**src/inc/dsl_pkg.sv**
```systemverilog
// package of constants for the debug status low flag block
package dsl_pkg;
  localparam int unsigned BIT_WAIT = 7;
  localparam int unsigned BIT_STOP = 6;
  localparam int unsigned BIT_RAM_WRITE_FAULT_FLAG = 5;
  localparam int unsigned BIT_OVR = 4;
  localparam int unsigned BIT_NO_RESPONSE_FLAG = 3;
  localparam int unsigned BIT_RDINV = 2;
  localparam int unsigned BIT_ILLACC = 1;
  localparam int unsigned BIT_ILLEGAL_COMMAND_FLAG = 0;
  localparam logic [7:0] STATUS_RESET = 8'h00;
  localparam logic [7:0] W1C_MASK = 8'hef;
  localparam logic [7:0] ERR_MASK = 8'h0e;
  localparam int unsigned FREE_CYCLE_TIMEOUT = 512;
  localparam int unsigned TMO_W = 10;
  typedef enum logic [1:0] {
    DSL_IDLE = 2'b00,
    DSL_BUSY = 2'b01,
    DSL_DONE = 2'b11
  } dsl_cmd_state_t;
endpackage

```
**src/rtl/dsl_ack_kind.sv**
```systemverilog
// decides whether the next acknowledge pulse is long
`timescale 1ns/1ps
module dsl_ack_kind
  import dsl_pkg::*;
(
  // clock and reset
  input wire logic clk,
  input wire logic rst,
  // events
  input wire logic ack_enable,
  input wire logic ack_fire,
  input wire logic cmd_failed,
  input wire logic err_set_now,
  input wire logic illegal_command_flag_other,
  input wire logic low_power_rise,
  input wire logic ovr_locked,
  input wire logic ovr_pin_pending,
  // result
  output logic ack_long
);
  logic lp_pending;

  // first acknowledge after wait/stop entry is long, then cleared
  always_ff @(posedge clk) begin
    if (rst) begin
      lp_pending <= 1'b0;
    end else if (low_power_rise) begin
      lp_pending <= 1'b1;
    end else if (ack_fire) begin
      lp_pending <= 1'b0;
    end
  end

  // overrun from a pin edge stays quiet until a byte completes
  always_comb begin
    ack_long = 1'b0;
    if (ack_enable && !ovr_pin_pending) begin
      ack_long = err_set_now || cmd_failed || illegal_command_flag_other || lp_pending || ovr_locked;
    end
  end
endmodule

```
**src/rtl/dsl_free_timeout.sv**
```systemverilog
// free bus cycle timeout counter
`timescale 1ns/1ps
module dsl_free_timeout
  import dsl_pkg::*;
(
  // clock and reset
  input wire logic clk,
  input wire logic rst,
  // wait control
  input wire logic waiting,
  input wire logic free_cycle,
  // result
  output logic expired
);
  logic [TMO_W-1:0] count;

  // counts core cycles spent waiting for a free slot
  always_ff @(posedge clk) begin
    if (rst || !waiting || free_cycle) begin
      count <= '0;
      expired <= 1'b0;
    end else if (count == TMO_W'(FREE_CYCLE_TIMEOUT - 1)) begin
      expired <= 1'b1;
      count <= '0;
    end else begin
      count <= count + TMO_W'(1);
      expired <= 1'b0;
    end
  end
endmodule

```
**src/rtl/dsl_status_low.sv**
```systemverilog
// debug status low register with flags and acknowledge length decision
`timescale 1ns/1ps
module dsl_status_low
  import dsl_pkg::*;
(
  // clock and reset
  input wire logic clk,
  input wire logic rst,
  // debug link register access
  input wire logic link_rd,
  input wire logic link_wr,
  input wire logic [7:0] link_wdata,
  output logic [7:0] link_rdata,
  // controller state
  input wire logic ctrl_enabled,
  input wire logic ack_enable,
  input wire logic in_wait,
  input wire logic in_stop,
  input wire logic wait_entry,
  input wire logic stop_request,
  // command events
  input wire logic cmd_start,
  input wire logic cmd_complete,
  input wire logic cmd_failed,
  input wire logic ack_pending,
  input wire logic pin_low_edge,
  input wire logic byte_received,
  input wire logic sync_pulse,
  input wire logic ack_fire,
  input wire logic unimpl_opcode,
  // error sources
  input wire logic ram_write_fault,
  input wire logic access_fail,
  input wire logic access_waiting,
  input wire logic free_cycle,
  input wire logic read_invalid,
  input wire logic illegal_access,
  input wire logic illegal_cmd_other,
  input wire logic access_req,
  // results
  output logic [7:0] debug_status_low_reg,
  output logic access_grant,
  output logic ack_long_q
);
  dsl_cmd_state_t state;
  logic [7:0] next_status;
  logic [7:0] set_vec;
  logic [7:0] clr_vec;
  logic tmo;
  logic ovr_pin_pending;
  logic ack_long;
  logic wait_q;
  logic stop_q;
  logic ovr_cmd;
  logic ovr_pin;

  dsl_free_timeout u_tmo (
    .clk(clk),
    .rst(rst),
    .waiting(access_waiting),
    .free_cycle(free_cycle),
    .expired(tmo)
  );

  // command progress, used to spot overlapping commands
  always_ff @(posedge clk) begin
    if (rst) begin
      state <= DSL_IDLE;
    end else begin
      unique case (state)
        DSL_IDLE: begin
          if (cmd_start) state <= DSL_BUSY;
        end
        DSL_BUSY: begin
          if (cmd_complete) state <= DSL_DONE;
        end
        DSL_DONE: begin
          state <= cmd_start ? DSL_BUSY : DSL_IDLE;
        end
        default: state <= DSL_IDLE;
      endcase
    end
  end

  assign ovr_cmd = cmd_start && (state == DSL_BUSY) && !cmd_complete;
  assign ovr_pin = ack_enable && ack_pending && pin_low_edge;

  // set conditions per flag
  always_comb begin
    set_vec = 8'h00;
    set_vec[BIT_WAIT] = wait_entry;
    set_vec[BIT_STOP] = stop_request && ctrl_enabled;
    set_vec[BIT_RAM_WRITE_FAULT_FLAG] = ram_write_fault;
    set_vec[BIT_OVR] = ovr_cmd || ovr_pin;
    set_vec[BIT_NO_RESPONSE_FLAG] = access_fail || tmo;
    set_vec[BIT_RDINV] = read_invalid;
    set_vec[BIT_ILLACC] = illegal_access;
    set_vec[BIT_ILLEGAL_COMMAND_FLAG] = unimpl_opcode || illegal_cmd_other;
  end

  // write-one-to-clear, overrun never writable, wait/stop held while mode lasts
  always_comb begin
    clr_vec = link_wr ? (link_wdata & W1C_MASK) : 8'h00;
    if (in_wait) clr_vec[BIT_WAIT] = 1'b0;
    if (in_stop) clr_vec[BIT_STOP] = 1'b0;
    clr_vec[BIT_OVR] = sync_pulse;
    next_status = (debug_status_low_reg & ~clr_vec) | set_vec; // set wins over clear
  end

  // the flag register
  always_ff @(posedge clk) begin
    if (rst) begin
      debug_status_low_reg <= STATUS_RESET;
    end else begin
      debug_status_low_reg <= next_status;
    end
  end

  // registered read path through the link, loaded on link_rd
  always_ff @(posedge clk) begin
    if (rst) begin
      link_rdata <= 8'h00;
    end else if (link_rd) begin
      link_rdata <= debug_status_low_reg;
    end
  end

  // pin-edge overrun waits for a full byte before forcing long acks;
  // a fresh pin edge wins over a sync in the same cycle, as the flag itself does
  always_ff @(posedge clk) begin
    if (rst) begin
      ovr_pin_pending <= 1'b0;
    end else if (ovr_pin) begin
      ovr_pin_pending <= 1'b1;
    end else if (sync_pulse || byte_received) begin
      ovr_pin_pending <= 1'b0;
    end
  end

  // edge detect on wait and stop flags
  always_ff @(posedge clk) begin
    if (rst) begin
      wait_q <= 1'b0;
      stop_q <= 1'b0;
    end else begin
      wait_q <= debug_status_low_reg[BIT_WAIT];
      stop_q <= debug_status_low_reg[BIT_STOP];
    end
  end

  dsl_ack_kind u_ack (
    .clk(clk),
    .rst(rst),
    .ack_enable(ack_enable),
    .ack_fire(ack_fire),
    .cmd_failed(cmd_failed),
    .err_set_now(|(set_vec & ERR_MASK)),
    .illegal_command_flag_other(illegal_cmd_other && !unimpl_opcode),
    .low_power_rise((debug_status_low_reg[BIT_WAIT] && !wait_q) || (debug_status_low_reg[BIT_STOP] && !stop_q)),
    .ovr_locked(debug_status_low_reg[BIT_OVR]),
    .ovr_pin_pending(ovr_pin_pending || ovr_pin),
    .ack_long(ack_long)
  );

  // registered outputs
  always_ff @(posedge clk) begin
    if (rst) begin
      ack_long_q <= 1'b0;
      access_grant <= 1'b0;
    end else begin
      ack_long_q <= ack_long;
      access_grant <= access_req && !next_status[BIT_OVR];
    end
  end

  a_ovr_sync_clear: assert property (@(posedge clk) disable iff (rst)
    sync_pulse && !ovr_cmd && !ovr_pin |=> !debug_status_low_reg[BIT_OVR])
    else $error("overrun not cleared by sync");
  a_ovr_no_write: assert property (@(posedge clk) disable iff (rst)
    debug_status_low_reg[BIT_OVR] && !sync_pulse |=> debug_status_low_reg[BIT_OVR])
    else $error("overrun dropped without sync");
  a_w1c_clear: assert property (@(posedge clk) disable iff (rst)
    link_wr && link_wdata[BIT_RAM_WRITE_FAULT_FLAG] && !ram_write_fault |=> !debug_status_low_reg[BIT_RAM_WRITE_FAULT_FLAG])
    else $error("ram fault flag not cleared");
  a_wait_hold: assert property (@(posedge clk) disable iff (rst)
    debug_status_low_reg[BIT_WAIT] && in_wait |=> debug_status_low_reg[BIT_WAIT])
    else $error("wait flag cleared in wait");
  a_stop_enable: assert property (@(posedge clk) disable iff (rst)
    !debug_status_low_reg[BIT_STOP] && stop_request && ctrl_enabled |=> debug_status_low_reg[BIT_STOP])
    else $error("stop flag not set");
  a_overlap_sets: assert property (@(posedge clk) disable iff (rst)
    ovr_cmd |=> debug_status_low_reg[BIT_OVR])
    else $error("overlap did not set overrun");
  a_grant_block: assert property (@(posedge clk) disable iff (rst)
    debug_status_low_reg[BIT_OVR] |-> !access_grant || $past(sync_pulse))
    else $error("access granted during overrun");
  a_err_long: assert property (@(posedge clk) disable iff (rst)
    ack_enable && set_vec[BIT_NO_RESPONSE_FLAG] && !ovr_pin_pending && !ovr_pin |=> ack_long_q)
    else $error("error without long ack");
endmodule

```
**config.mk**
```make
export PLATFORM = sky130hd
export DESIGN_NAME = dsl_status_low
export DESIGN_NICKNAME = d
export VERILOG_FILES = /design/src/inc/dsl_pkg.sv /design/src/rtl/dsl_ack_kind.sv /design/src/rtl/dsl_free_timeout.sv /design/src/rtl/dsl_status_low.sv
export SDC_FILE = /design/constraint.sdc
export NUM_CORES = 1
export LEC_CHECK = 0
export BUFFER_PORTS_ARGS = -buffer_cell sky130_fd_sc_hd__buf_4
export CAP_MARGIN = 20
export CORE_AREA = 5 5 58 60
export CTS_BUF_LIST = sky130_fd_sc_hd__clkbuf_8
export DETAILED_ROUTE_END_ITERATION = 10
export DIE_AREA = 0 0 63 65
export GPL_TIMING_DRIVEN = 0
export PLACE_DENSITY = 0.82
export RECOVER_POWER = 50
export SKIP_LAST_GASP = 1
export SLEW_MARGIN = 20
export SYNTH_ARGS = -nofsm -noshare
export SYNTH_HDL_FRONTEND = slang
export SYNTH_SLANG_ARGS = --single-unit
```
**constraint.sdc**
```tcl
create_clock -name clk -period 2.2 [get_ports clk]
set_input_delay 0.44 -clock clk [delete_from_list [all_inputs] [get_ports clk]]
set_output_delay 0.44 -clock clk [all_outputs]
set_load 0.01 [all_outputs]
```
==> results by stage, run 1 <==
Clock tree:
- The clock sink total is 35.
- TritonCTS built the clock tree.
- The number of H-tree levels is 2.
- The CTS buffer count is 5.
- The total of hold buffers inserted after clock tree synthesis is 0.
- Clock latency on the worst-skew pair, taken at its later pin, is 0.28 ns.
- The post-cts resize count is 0.
- The buffer depth of the longest clock path is 2.
- After clock tree synthesis, the clock-pin slew on the worst setup and hold paths is 0.07 ns.
- The CTS root buffer is sky130_fd_sc_hd__clkbuf_8.
- The buffer count from post-CTS setup fixing is 0.

STA:
- For the final routed database, the setup TNS stands at 0 ns.
- The remaining max-slew budget at the tightest pin is 67.46%.
- The post-route clock skew is 0.003797 ns.
- The fmax is 650.4 MHz.
- The worst slack on hold paths is 0.3680 ns.
- The number of hold violations in the final report is 0.
- Setup repair after global routing left no endpoint under its margin.
- The number of slew-limit violations in the final report is 0.
- The final setup violation count is 0.
- The final critical-path required period is 1.537 ns.
- The actual transition at the worst max-transition pin is 0.4839 ns.
- The part of the cycle the worst path needs is 69.89%.

Detailed routing:
- For this block, the via count after detailed routing is 1229.
- The routed design has 3090 um of wire.
- After detailed routing, the number of vias per cell comes to 5.275.
- After detailed routing, the number of remaining DRC violations is 0.
- The remaining antenna violation count after routing is 0.
- The routed length per instance is 13.26 um.
- The first TritonRoute pass finished after 6 iterations.
- In this run, the number of DRC markers left after iteration 0 of detailed routing was 88.

Power:
- The power per unit of standard cell area is 702.1 mW/mm^2.
- The total leakage power is 0.0007898 uW.
- The maximum ir drop on the vdd rail is 0.5248 mV.

GRT:
- The initial antenna violation count is 0.
- The total congestion overflow after global routing is 0.
- The number of global-route vias before repair was 1181.
- In the global route stage, overall resource usage came out at 15.38%.
- The wire length of the first global-routing pass is 5043 um.
- Entering global routing, the biggest net connects 11 pins.

Finish:
- The repair_antennas step left the layout with diodes totalling 0.
- The number of nets in the layout is 236.
- The library cells used most frequently in the layout, excluding fill and tap cells, are sky130_fd_sc_hd__buf_4, sky130_fd_sc_hd__dfxtp_1, sky130_fd_sc_hd__nor2_1.
- Leaving out fill and tap cells, the most frequent cell in the layout is sky130_fd_sc_hd__buf_4.
- The layout overhead on the synthesized area is 37.59%.
- The register with the most flip-flops in the layout has 10 of them.
- Measured on the finished design, the core utilization comes to 63.65%.
- The post-route netlist has 30.50% of its cells at a drive strength greater than 1.

Critical path:
- The signal on the critical path passes through ha_1 > nand2_1 > o31ai_1 > nor2_1.
- The critical path arrival is 1.69 ns.
- The slowest stage of the critical path belongs to the cell sky130_fd_sc_hd__o31ai_1.
- The largest fanout on the critical path is 8.
- STA classifies the critical path endpoint as a flip-flop.
- STA classifies the critical path startpoint as a flip-flop.
- The setup path with the least slack is of type flip-flop to flip-flop.
- The largest stage delay on the critical path is 0.50 ns.
- The endpoint required time on the critical path is 2.35 ns.

Placement:
- Input and output buffers added on the ports amount to 50.
- Routability-driven placement finished with a final weighted congestion of 0.7939.
- The estimated wirelength of the detail-placed design is 2466 um.

Synth:
- The number of instances in the synthesized netlist is 143.
- The cell area that synthesis handed to floorplanning was 0.001331 mm^2.
- In this run the mean area of a mapped cell was 9.310 um^2.
- The largest total area in the synthesized netlist belongs to sky130_fd_sc_hd__dfxtp_1.
- The distinct cell type count of the synthesized netlist is 36.
- The synthesized design contains 35 register bits.
- The proportion of register bits with asynchronous set or reset after synthesis is 0%.
- The number of nets handed over by synthesis was 179.
- By area the synthesized netlist is led by sky130_fd_sc_hd__dfxtp_1, sky130_fd_sc_hd__mux2i_1, sky130_fd_sc_hd__nor2_1, sky130_fd_sc_hd__a21oi_1, sky130_fd_sc_hd__nand2_1.
- The number of synthesis warnings is 0.
- The dominant synthesized flop cell is sky130_fd_sc_hd__dfxtp_1.
- Yosys mapped a number of flops with a built-in enable equal to 0.
- The top cell type by area accounts for 52.63% of the synthesized area.
- Of the synthesized area, sequential elements account for 52.63%.

Die:
- The effective utilization at floorplan is 46.26%.
- In this run the horizontal extent of the chip is 63 um.
- The die footprint is 0.004095 mm^2.
- The area inside the core boundary is 0.002878 mm^2.
- The number of primary I/O pins is 53.
- The chip height is 65 um.
- The initialized floorplan defines 20 standard-cell rows.

Status:
- The run finished with clean final reports.

Flow run:
- Across the run, the number of max-cap violations was 0.

Min path:
- The tightest min-delay check is of the input pin to flip-flop type.
==> metrics by stage <==
step           cell area [um^2]  worst slack [ns]  std cells  total power (uW)
6_report                   1832            0.6625        233              1286
3_3_place_gp               1748            0.7053        226             839.6
2_1_floorplan              1331            0.9216        143             751.1
4_1_cts                    1836            0.6752        233              1296
3_5_place_dp               1748            0.6949        226             844.7
5_1_grt                    1832            0.5362        233              1340
==> cell usage after synthesis, types with 3 or more instances <==
master                     number
sky130_fd_sc_hd__a31oi_1        3
sky130_fd_sc_hd__inv_1          5
sky130_fd_sc_hd__dfxtp_1       35
sky130_fd_sc_hd__a211oi_1       3
sky130_fd_sc_hd__clkbuf_1       3
sky130_fd_sc_hd__nand2_1       12
sky130_fd_sc_hd__a21oi_1       11
sky130_fd_sc_hd__nand3b_1       3
sky130_fd_sc_hd__nor2_1        21
sky130_fd_sc_hd__o21ai_0        4
sky130_fd_sc_hd__nand3_1        4
sky130_fd_sc_hd__mux2i_1        9
==> report_power, final <==
group,switching (uW),internal (uW),total (uW)
registers,18.1,661,679
logic,61.5,87.4,149
clock network,213,245,458
==> layer usage <==
layer	up-vias	wire (um)	share of wire (%)	GRT usage [%]
met3	4	216	7.0	5.719
met1	569	1219	39	16.20
met5	-	0	0	0
met4	0	31	1.0	6.366
met2	40	1623	53	27.31
li1	616	-	-	-
==> layout make-up <==
type | count | area, um^2
clock buffer | 6 | 82.58
fill | 252 | 1046
clock inverter | 1 | 5.005
tap | 33 | 41.29
buffer | 5 | 23.77
sequential | 35 | 700.7
timing repair buffer | 50 | 371.6
multi-input combinational | 98 | 588.1
inverter | 5 | 18.77
==> cells by family (layout without fill, tap and decap cells) <==
| logic type | after synthesis | count (layout) | synth area share (%) |
|---|---|---|---|
| mux | 9 | 9 | 6.767 |
| buf+inv | 10 | 67 | 3.195 |
| fa+ha+maj | 1 | 1 | 0.9397 |
| xor+xnor | 3 | 3 | 1.974 |
| compound gates | 26 | 26 | 11.94 |
| simple gates | 59 | 59 | 22.56 |
| flops | 35 | 35 | 52.63 |
==> critical path: cells and delay by family, from the launching register on <==
| kind | cells | cell delay [ns] |
|---|---|---|
| AND/OR/NAND/NOR | 2 | 0.28 |
| AO/OA/AOI/OAI | 1 | 0.50 |
| adder cells (fa/ha/maj) | 1 | 0.24 |
| flip-flops | 1 | 0.39 |
==> worst paths after layout <==
path / endpoint / slack, ns / startpoint / depth (start not counted)
worst max register to register: u_tmo.count[3] / 0.66 / u_tmo.count[0] / 4
worst min register to register: state[1] / 0.46 / state[1] / 1
worst min-delay path: debug_status_low_reg[5] / 0.37 / ram_write_fault / 3
worst max-delay path: u_tmo.count[3] / 0.66 / u_tmo.count[0] / 4
(Power assumes the default switching activity.)
==> run 2: changes to the inputs <==
Settings changed: CORE_AREA 5 5 58 60 to 5 5 59 61, DIE_AREA 0 0 63 65 to 0 0 64 66, PLACE_DENSITY 0.82 to 0.79.
Clock period 2.2 ns to 1.49 ns, I/O delays scaled along.
==> run 2 against run 1 <==
Effect of this change: die area increased by 3.2%; final cell count is 0.43% higher; cell area is 1.8% higher; critical path depth stayed put; first-iteration DRC count increased by 5.7%; via count fell by 0.49%; setup slack worse by 0.54 ns; power rose by 63%; flip-flop and latch count did not move; critical endpoint is now u_tmo.count[8]; register-to-register slack got worse by 0.54 ns; clock power rose by 90%; combinational power grew 49%.
==> results by stage, run 2 (synthesis results as in run 1) <==
Power:
- The power per unit of standard cell area is 1122 mW/mm^2.
- Summed over all nets, the switching power comes to 448.5 uW.
- The part of the total power dissipated in combinational logic is 10.6%.
- The fraction of power spent switching nets is 21.44%.
- The proportion of power drawn by flip-flops and latches is 47.9%.
- In this run, the clock network consumes 41.5% of the power.
- The internal power summed over all cells is 1644 uW.
- For this design the static power due to leakage is 0.0007946 uW.
- The maximum ir drop on the vdd rail is 0.8446 mV.
- The design draws 2092 uW.

Critical path:
- The largest fanout on the critical path is 8.
- The critical path arrival is 1.58 ns.
- The type of the setup path with the least slack is flip-flop to flip-flop.
- STA classifies the critical path startpoint as a flip-flop.
- The category of the worst setup path capture point is a flip-flop.
- Data on the critical path is required at its endpoint by 1.70 ns.

Clock tree:
- The number of H-tree levels is 2.
- The buffer depth of the longest clock path is 2.
- At the later pin of the worst-skew pair, clock insertion delay measures 0.28 ns.
- The CTS tree is built.
- The total of hold buffers inserted after clock tree synthesis is 0.
- The clock transition time at the flip-flop clock pins of the worst setup and hold paths is 0.07 ns.
- The CTS root buffer is sky130_fd_sc_hd__clkbuf_8.
- In this run, CTS created clock tree buffers numbering 5.
- After clock tree synthesis, the setup repair step added 0 buffers.
- The clock sink total is 35.

Finish:
- The summed area of non-filler cells in the final layout is 0.001864 mm^2.
- The final layout contains 236 nets.
- Compared with the post-synthesis result, the final layout area differs by 40.04%.
- The most common cell after layout, fill and taps aside is sky130_fd_sc_hd__buf_4.
- The post-layout instance count excluding filler cells is 234.
- The flip-flop count of the largest register, all copies and words added is 10.
- The post-route netlist has 31.34% of its cells at a drive strength greater than 1.
- The repair_antennas step left the layout with diodes totalling 0.
- Leaving out fill and tap cells, the most frequent cells in the layout are sky130_fd_sc_hd__buf_4, sky130_fd_sc_hd__dfxtp_1, sky130_fd_sc_hd__nor2_1.

STA:
- On the final layout, the worst clock skew is 0.009859 ns.
- The fmax is 730.5 MHz.
- The final critical-path required period is 1.369 ns.
- Setup repair after global routing left no endpoint under its margin.
- The number of slew-limit violations in the final report was 0.
- In this run the tightest slew margin relative to its limit is 68.50%.
- Final hold analysis gives a worst-case slack of 0.2383 ns.
- The number of hold violations in the final report is 0.
- The final setup violation count is 0.
- The actual transition at the worst max-transition pin is 0.4715 ns.
- Of the available clock period, the critical path in the final layout requires 91.88%.

Status:
- The flow ran to the end, and the final reports show no timing, DRC or antenna violations.

Die:
- The effective utilization at floorplan is 45.47%.
- The number of rows created at floorplan is 20.
- 53 I/O pins were placed.
- The die span in x is 64 um.
- The die footprint is 0.004224 mm^2.
- The core region is 0.002928 mm^2.
- The chip height is 66 um.

GRT:
- Global routing consumed, over all layers together, 16.67% of the routing resources.
- The first global-routing pass estimated 5499 um of wire.
- The number of global-route vias before repair is 1244.
- The total congestion overflow after global routing is 0.
- Entering global routing, the biggest net connects 12 pins.
- The initial antenna violation count is 0.

Detailed routing:
- Dividing the detail-routed wire length by the instance count gives 14.02 um.
- The number of vias after detailed routing is 1223.
- Once detail routing completed, the nets flagged for antenna violations numbered 0.
- The final layout contains routed wiring with a total length of 3281 um.
- The via-per-instance ratio is 5.226.
- The initial detailed-routing violation count is 93.
- The first detailed-routing pass ran for 4 iterations.
- In the routed design, unresolved DRC markers number 0.

Min path:
- The worst hold path belongs to the class input pin to flip-flop.

Placement:
- After detailed placement, the design holds a cell count of 226.
- Port buffering added 50 buffers.
- The estimated wirelength of the detail-placed design is 2525 um.
- In this run the cell area measured after placement is 0.001748 mm^2.
- The congestion estimate from routability-driven global placement came to 0.8369.

Flow run:
- The max-capacitance violation count is 0.
[run 2: cell count changes in the layout (fill, tap and decap cells not counted), sizes merged]
| cell | delta |
|---|---|
| buf | -2 |
| bufinv | +1 |
| clkbuf | +2 |
[run 2: final cells by class]
type / count / area, um^2
clock buffer: 6 / 82.58
fill: 252 / 1064
timing repair buffer: 50 / 364.1
tap: 33 / 41.29
inverter: 5 / 18.77
clock inverter: 2 / 35.03
sequential: 35 / 700.7
multi-input combinational: 98 / 598.1
buffer: 5 / 23.77
[run 2: metrics by stage]
| stage | utilization [%] | TNS [ns] | setup slack [ns] |
|---|---|---|---|
| after floorplan | - | 0 | 0.2116 |
| after global placement | 59.70 | 0 | 0.02753 |
| after detailed placement | 59.70 | -0.01318 | -0.01089 |
| after CTS | 63.89 | 0 | 0.04729 |
| after global routing | 63.68 | 0 | 0.01956 |
| final | 63.68 | 0 | 0.1210 |
[run 2: critical path, cell delays in order, from the launching register on]
cell                      delay (ns)
sky130_fd_sc_hd__dfxtp_1        0.37
sky130_fd_sc_hd__ha_2           0.22
sky130_fd_sc_hd__nand2_2        0.11
sky130_fd_sc_hd__or4_1          0.43
sky130_fd_sc_hd__a21oi_1        0.17
[run 2: path summary, 6_finish.rpt]
path	startpoint	end	slack, ns	depth (start not counted)
max	u_tmo.count[0]	u_tmo.count[8]	0.12	4
min reg2reg	state[1]	state[1]	0.46	1
max reg2reg	u_tmo.count[0]	u_tmo.count[8]	0.12	4
min	illegal_access	debug_status_low_reg[1]	0.24	3
[run 2: repair_timing]
action | CTS | global route
endpoints found under the setup margin | 4 | 3
resized for setup | 1 | 2
cloned | 0 | 0
hold endpoints to repair | 0 | 0
[run 2: layer usage]
layer | global-route usage [%] | share of wire [%] | vias to the layer above
li1 | - | - | 615
met1 | 18.03 | 41 | 564
met2 | 29.02 | 51 | 42
met3 | 6.293 | 7.6 | 2
met4 | 6.753 | 0.37 | 0
met5 | 0 | 0 | -
[run 2: power by group through the flow]
| stage | clock, uW | combinational [uW] | sequential [uW] |
|---|---|---|---|
| after floorplan | 0 | 78.4 | 1030 |
| final | 869 | 222 | 1000 |
| after global placement | 0 | 219 | 1020 |
| after global routing | 931 | 245 | 1010 |
| after CTS | 878 | 228 | 1000 |
| after detailed placement | 0 | 227 | 1020 |
==> run 3: changes to the inputs <==
Settings changed: CAP_MARGIN 20 to 25, SETUP_SLACK_MARGIN set to 0.15.
==> run 3 against run 2 <==
Effect of this change: clock skew hardly changed; flip-flop and latch count stayed put; die area stayed put; combinational power hardly changed; cell area is 1.5% higher; maximum frequency is 5.7% higher; worst hold slack worse by 0.0038 ns; count of clock-buffer cells in the layout stayed put; global-route usage stayed put; via count hardly changed; non-clock buffer count stayed put; highest routed layer unchanged.
==> results by stage, run 3 (synthesis results as in run 1) <==
Status:
- The run finished with clean final reports.

Detailed routing:
- The remaining antenna violation count after routing is 0.
- The routed length per instance is 14.24 um.
- The remaining routing DRC violations is 0.
- For this block, the initial DRC count from the detailed router was 87.
- The first detailed-routing pass ran for 4 iterations.
- Wires add up to 3331 um.
- The routed layout has 1224 vias.
- After detailed routing, the number of vias per cell comes to 5.231.

Die:
- The die span in x is 64 um.
- The number of primary I/O pins is 53.
- The area inside the core boundary is 0.002928 mm^2.
- The die footprint is 0.004224 mm^2.
- The chip height is 66 um.
- For this configuration, the core starts out at a cell density of 45.47%.
- The number of rows created at floorplan is 20.

Clock tree:
- The total of hold buffers inserted after clock tree synthesis is 0.
- The CTS root buffer is sky130_fd_sc_hd__clkbuf_8.
- No sink is reached through more buffers than the 2 on the longest clock path.
- Buffers added to address setup during post-CTS repair amount to 0.
- The CTS buffer count is 5.
- CTS saw 35 sinks.
- The clock transition time at the flip-flop clock pins of the worst setup and hold paths is 0.07 ns.
- TritonCTS built the clock tree.
- The clock latency of the later-clocked register in the worst-skew pair is 0.28 ns.
- The number of H-tree levels is 2.

STA:
- Timing would allow up to 772.3 MHz.
- The actual transition at the worst max-transition pin is 0.4698 ns.
- Dividing the final minimum period by the clock period gives 86.91%.
- Measured against its own limit, the worst slew margin works out to 68.61%.
- For the final database, setup skew stands at 0.009436 ns.
- The number of hold violations in the final report is 0.
- The number of slew-limit violations in the final report is 0.
- The final critical-path required period is 1.295 ns.
- Setup violations remaining at the end of the flow were counted as 0.
- Summed over all failing endpoints, the final setup total negative slack is 0 ns.
- Setup repair after global routing could not meet its margin everywhere.

Min path:
- The min-delay analysis places its worst path in the category input pin to flip-flop.
- The count of cells along the worst hold path is 3.

Finish:
- The core utilization of the finished layout is 64.62%.
- After the last flow step, the layout net total stands at 236.
- 0 antenna diodes ended up in the layout.
- The total area of multi-input combinational cells is 620.6 um^2.
- Of the cells placed in the final design, the portion with a size suffix greater than 1 is 34.33%.
- The filler cells instantiated in the layout total 250.
- Registers take 705.7 um^2.
- Relative to the synthesized area, the layout overhead comes to 42.10%.
- The top cell types in the final layout, fill and taps aside, are sky130_fd_sc_hd__buf_4, sky130_fd_sc_hd__dfxtp_1, sky130_fd_sc_hd__nor2_1.
- The flip-flop count of the largest register, all copies and words added is 10.
- Leaving out fill and tap cells, the most frequent cell in the layout is sky130_fd_sc_hd__buf_4.

Critical path:
- The critical path is of the flip-flop to flip-flop type.
- The logic depth of the worst register-to-register path is 3.
- The critical path runs through a total of 3 cells.
- The signal on the critical path passes through nand3_2 > or4_4 > a21oi_2.
- The largest individual stage delay along the critical path comes from the cell sky130_fd_sc_hd__or4_4.
- The endpoint required time on the critical path is 1.71 ns.
- The critical path arrival is 1.51 ns.
- The largest single stage delay on the critical path is 0.53 ns.
- The worst setup path is launched from a flip-flop.
- The number of buffer and inverter instances along the worst setup path is 0.
- The category of the worst setup path capture point is a flip-flop.
- The kind of cell adding the most delay to the critical path is simple AND/OR/NAND/NOR gates.
- The largest fanout on the critical path is 7.

Placement:
- During placement, the flow inserted port buffers numbering 50.
- Once detailed placement completed, the half-perimeter wirelength came to 2525 um.
- Routability-driven placement finished with a final weighted congestion of 0.8369.

GRT:
- The overall global routing resource usage is 16.67%.
- The total congestion overflow after global routing is 0.
- The initial antenna violation count is 0.
- Entering global routing, the biggest net connects 12 pins.
- The number of global-route vias before repair is 1244.
- The first global-routing pass estimated 5499 um of wire.

Power:
- For this design the static power due to leakage is 0.0008143 uW.
- IR analysis of the VDD net gives a maximum drop of 0.8423 mV.
- The power per unit of standard cell area is 1107 mW/mm^2.

Flow run:
- The tool flagged a number of max-cap violations equal to 0.
-- run 3: tightest hold or removal path, delay by kind of cell --
kind | cells | cell delay (ns)
AOI/OAI and AO/OA | 1 | 0.03
buffers and inverters | 1 | 0.08
and+or+nand+nor | 1 | 0.08
-- run 3: cell type report --
type / count / share of cell area [%]
Multi-Input combinational cell: 98 / 32.80
Sequential cell: 35 / 37.30
Buffer: 5 / 1.257
Clock buffer: 6 / 4.365
Inverter: 5 / 0.9921
Tap cell: 33 / 2.183
Clock inverter: 2 / 1.852
Timing Repair Buffer: 50 / 19.25
-- run 3: metrics by stage --
stage | cells | power [uW] | instance area [um^2] | hold WS (ns) | worst slack [ns]
floorplan | 143 | 1109 | 1331 | 0.3696 | 0.2116
global placement | 226 | 1241 | 1748 | 0.4300 | 0.02753
detailed placement | 226 | 1249 | 1748 | 0.4456 | -0.01089
CTS | 234 | 2108 | 1878 | 0.2346 | 0.1520
global route | 234 | 2185 | 1892 | 0.2425 | 0.1537
finish | 234 | 2094 | 1892 | 0.2345 | 0.1951
-- run 3: routing by layer --
| metal | GRT usage (%) | routed length (um) | share of wire [%] | vias up |
|---|---|---|---|---|
| li1 | - | - | - | 614 |
| met1 | 18.03 | 1343 | 40 | 564 |
| met2 | 29.02 | 1688 | 51 | 42 |
| met3 | 6.293 | 275 | 8.3 | 4 |
| met4 | 6.753 | 23 | 0.69 | 0 |
| met5 | 0 | 0 | 0 | - |
-- run 3: worst paths after layout --
path                  start                      end  slack [ns]
max          u_tmo.count[5]           u_tmo.count[8]        0.20
min              wait_entry  debug_status_low_reg[7]        0.23
max reg2reg  u_tmo.count[5]           u_tmo.count[8]        0.20
min reg2reg  u_tmo.count[0]           u_tmo.count[0]        0.46
-- run 3: power by group --
group / internal, uW / switching, uW
Clock: 541 / 328
Sequential: 976 / 26.3
Combinational: 127 / 95.1
-- run 3: what timing repair did --
action,CTS,global route
gates resized for setup,5,6
pin swaps,0,1
endpoints found under the setup margin,6,3
gates cloned,0,0
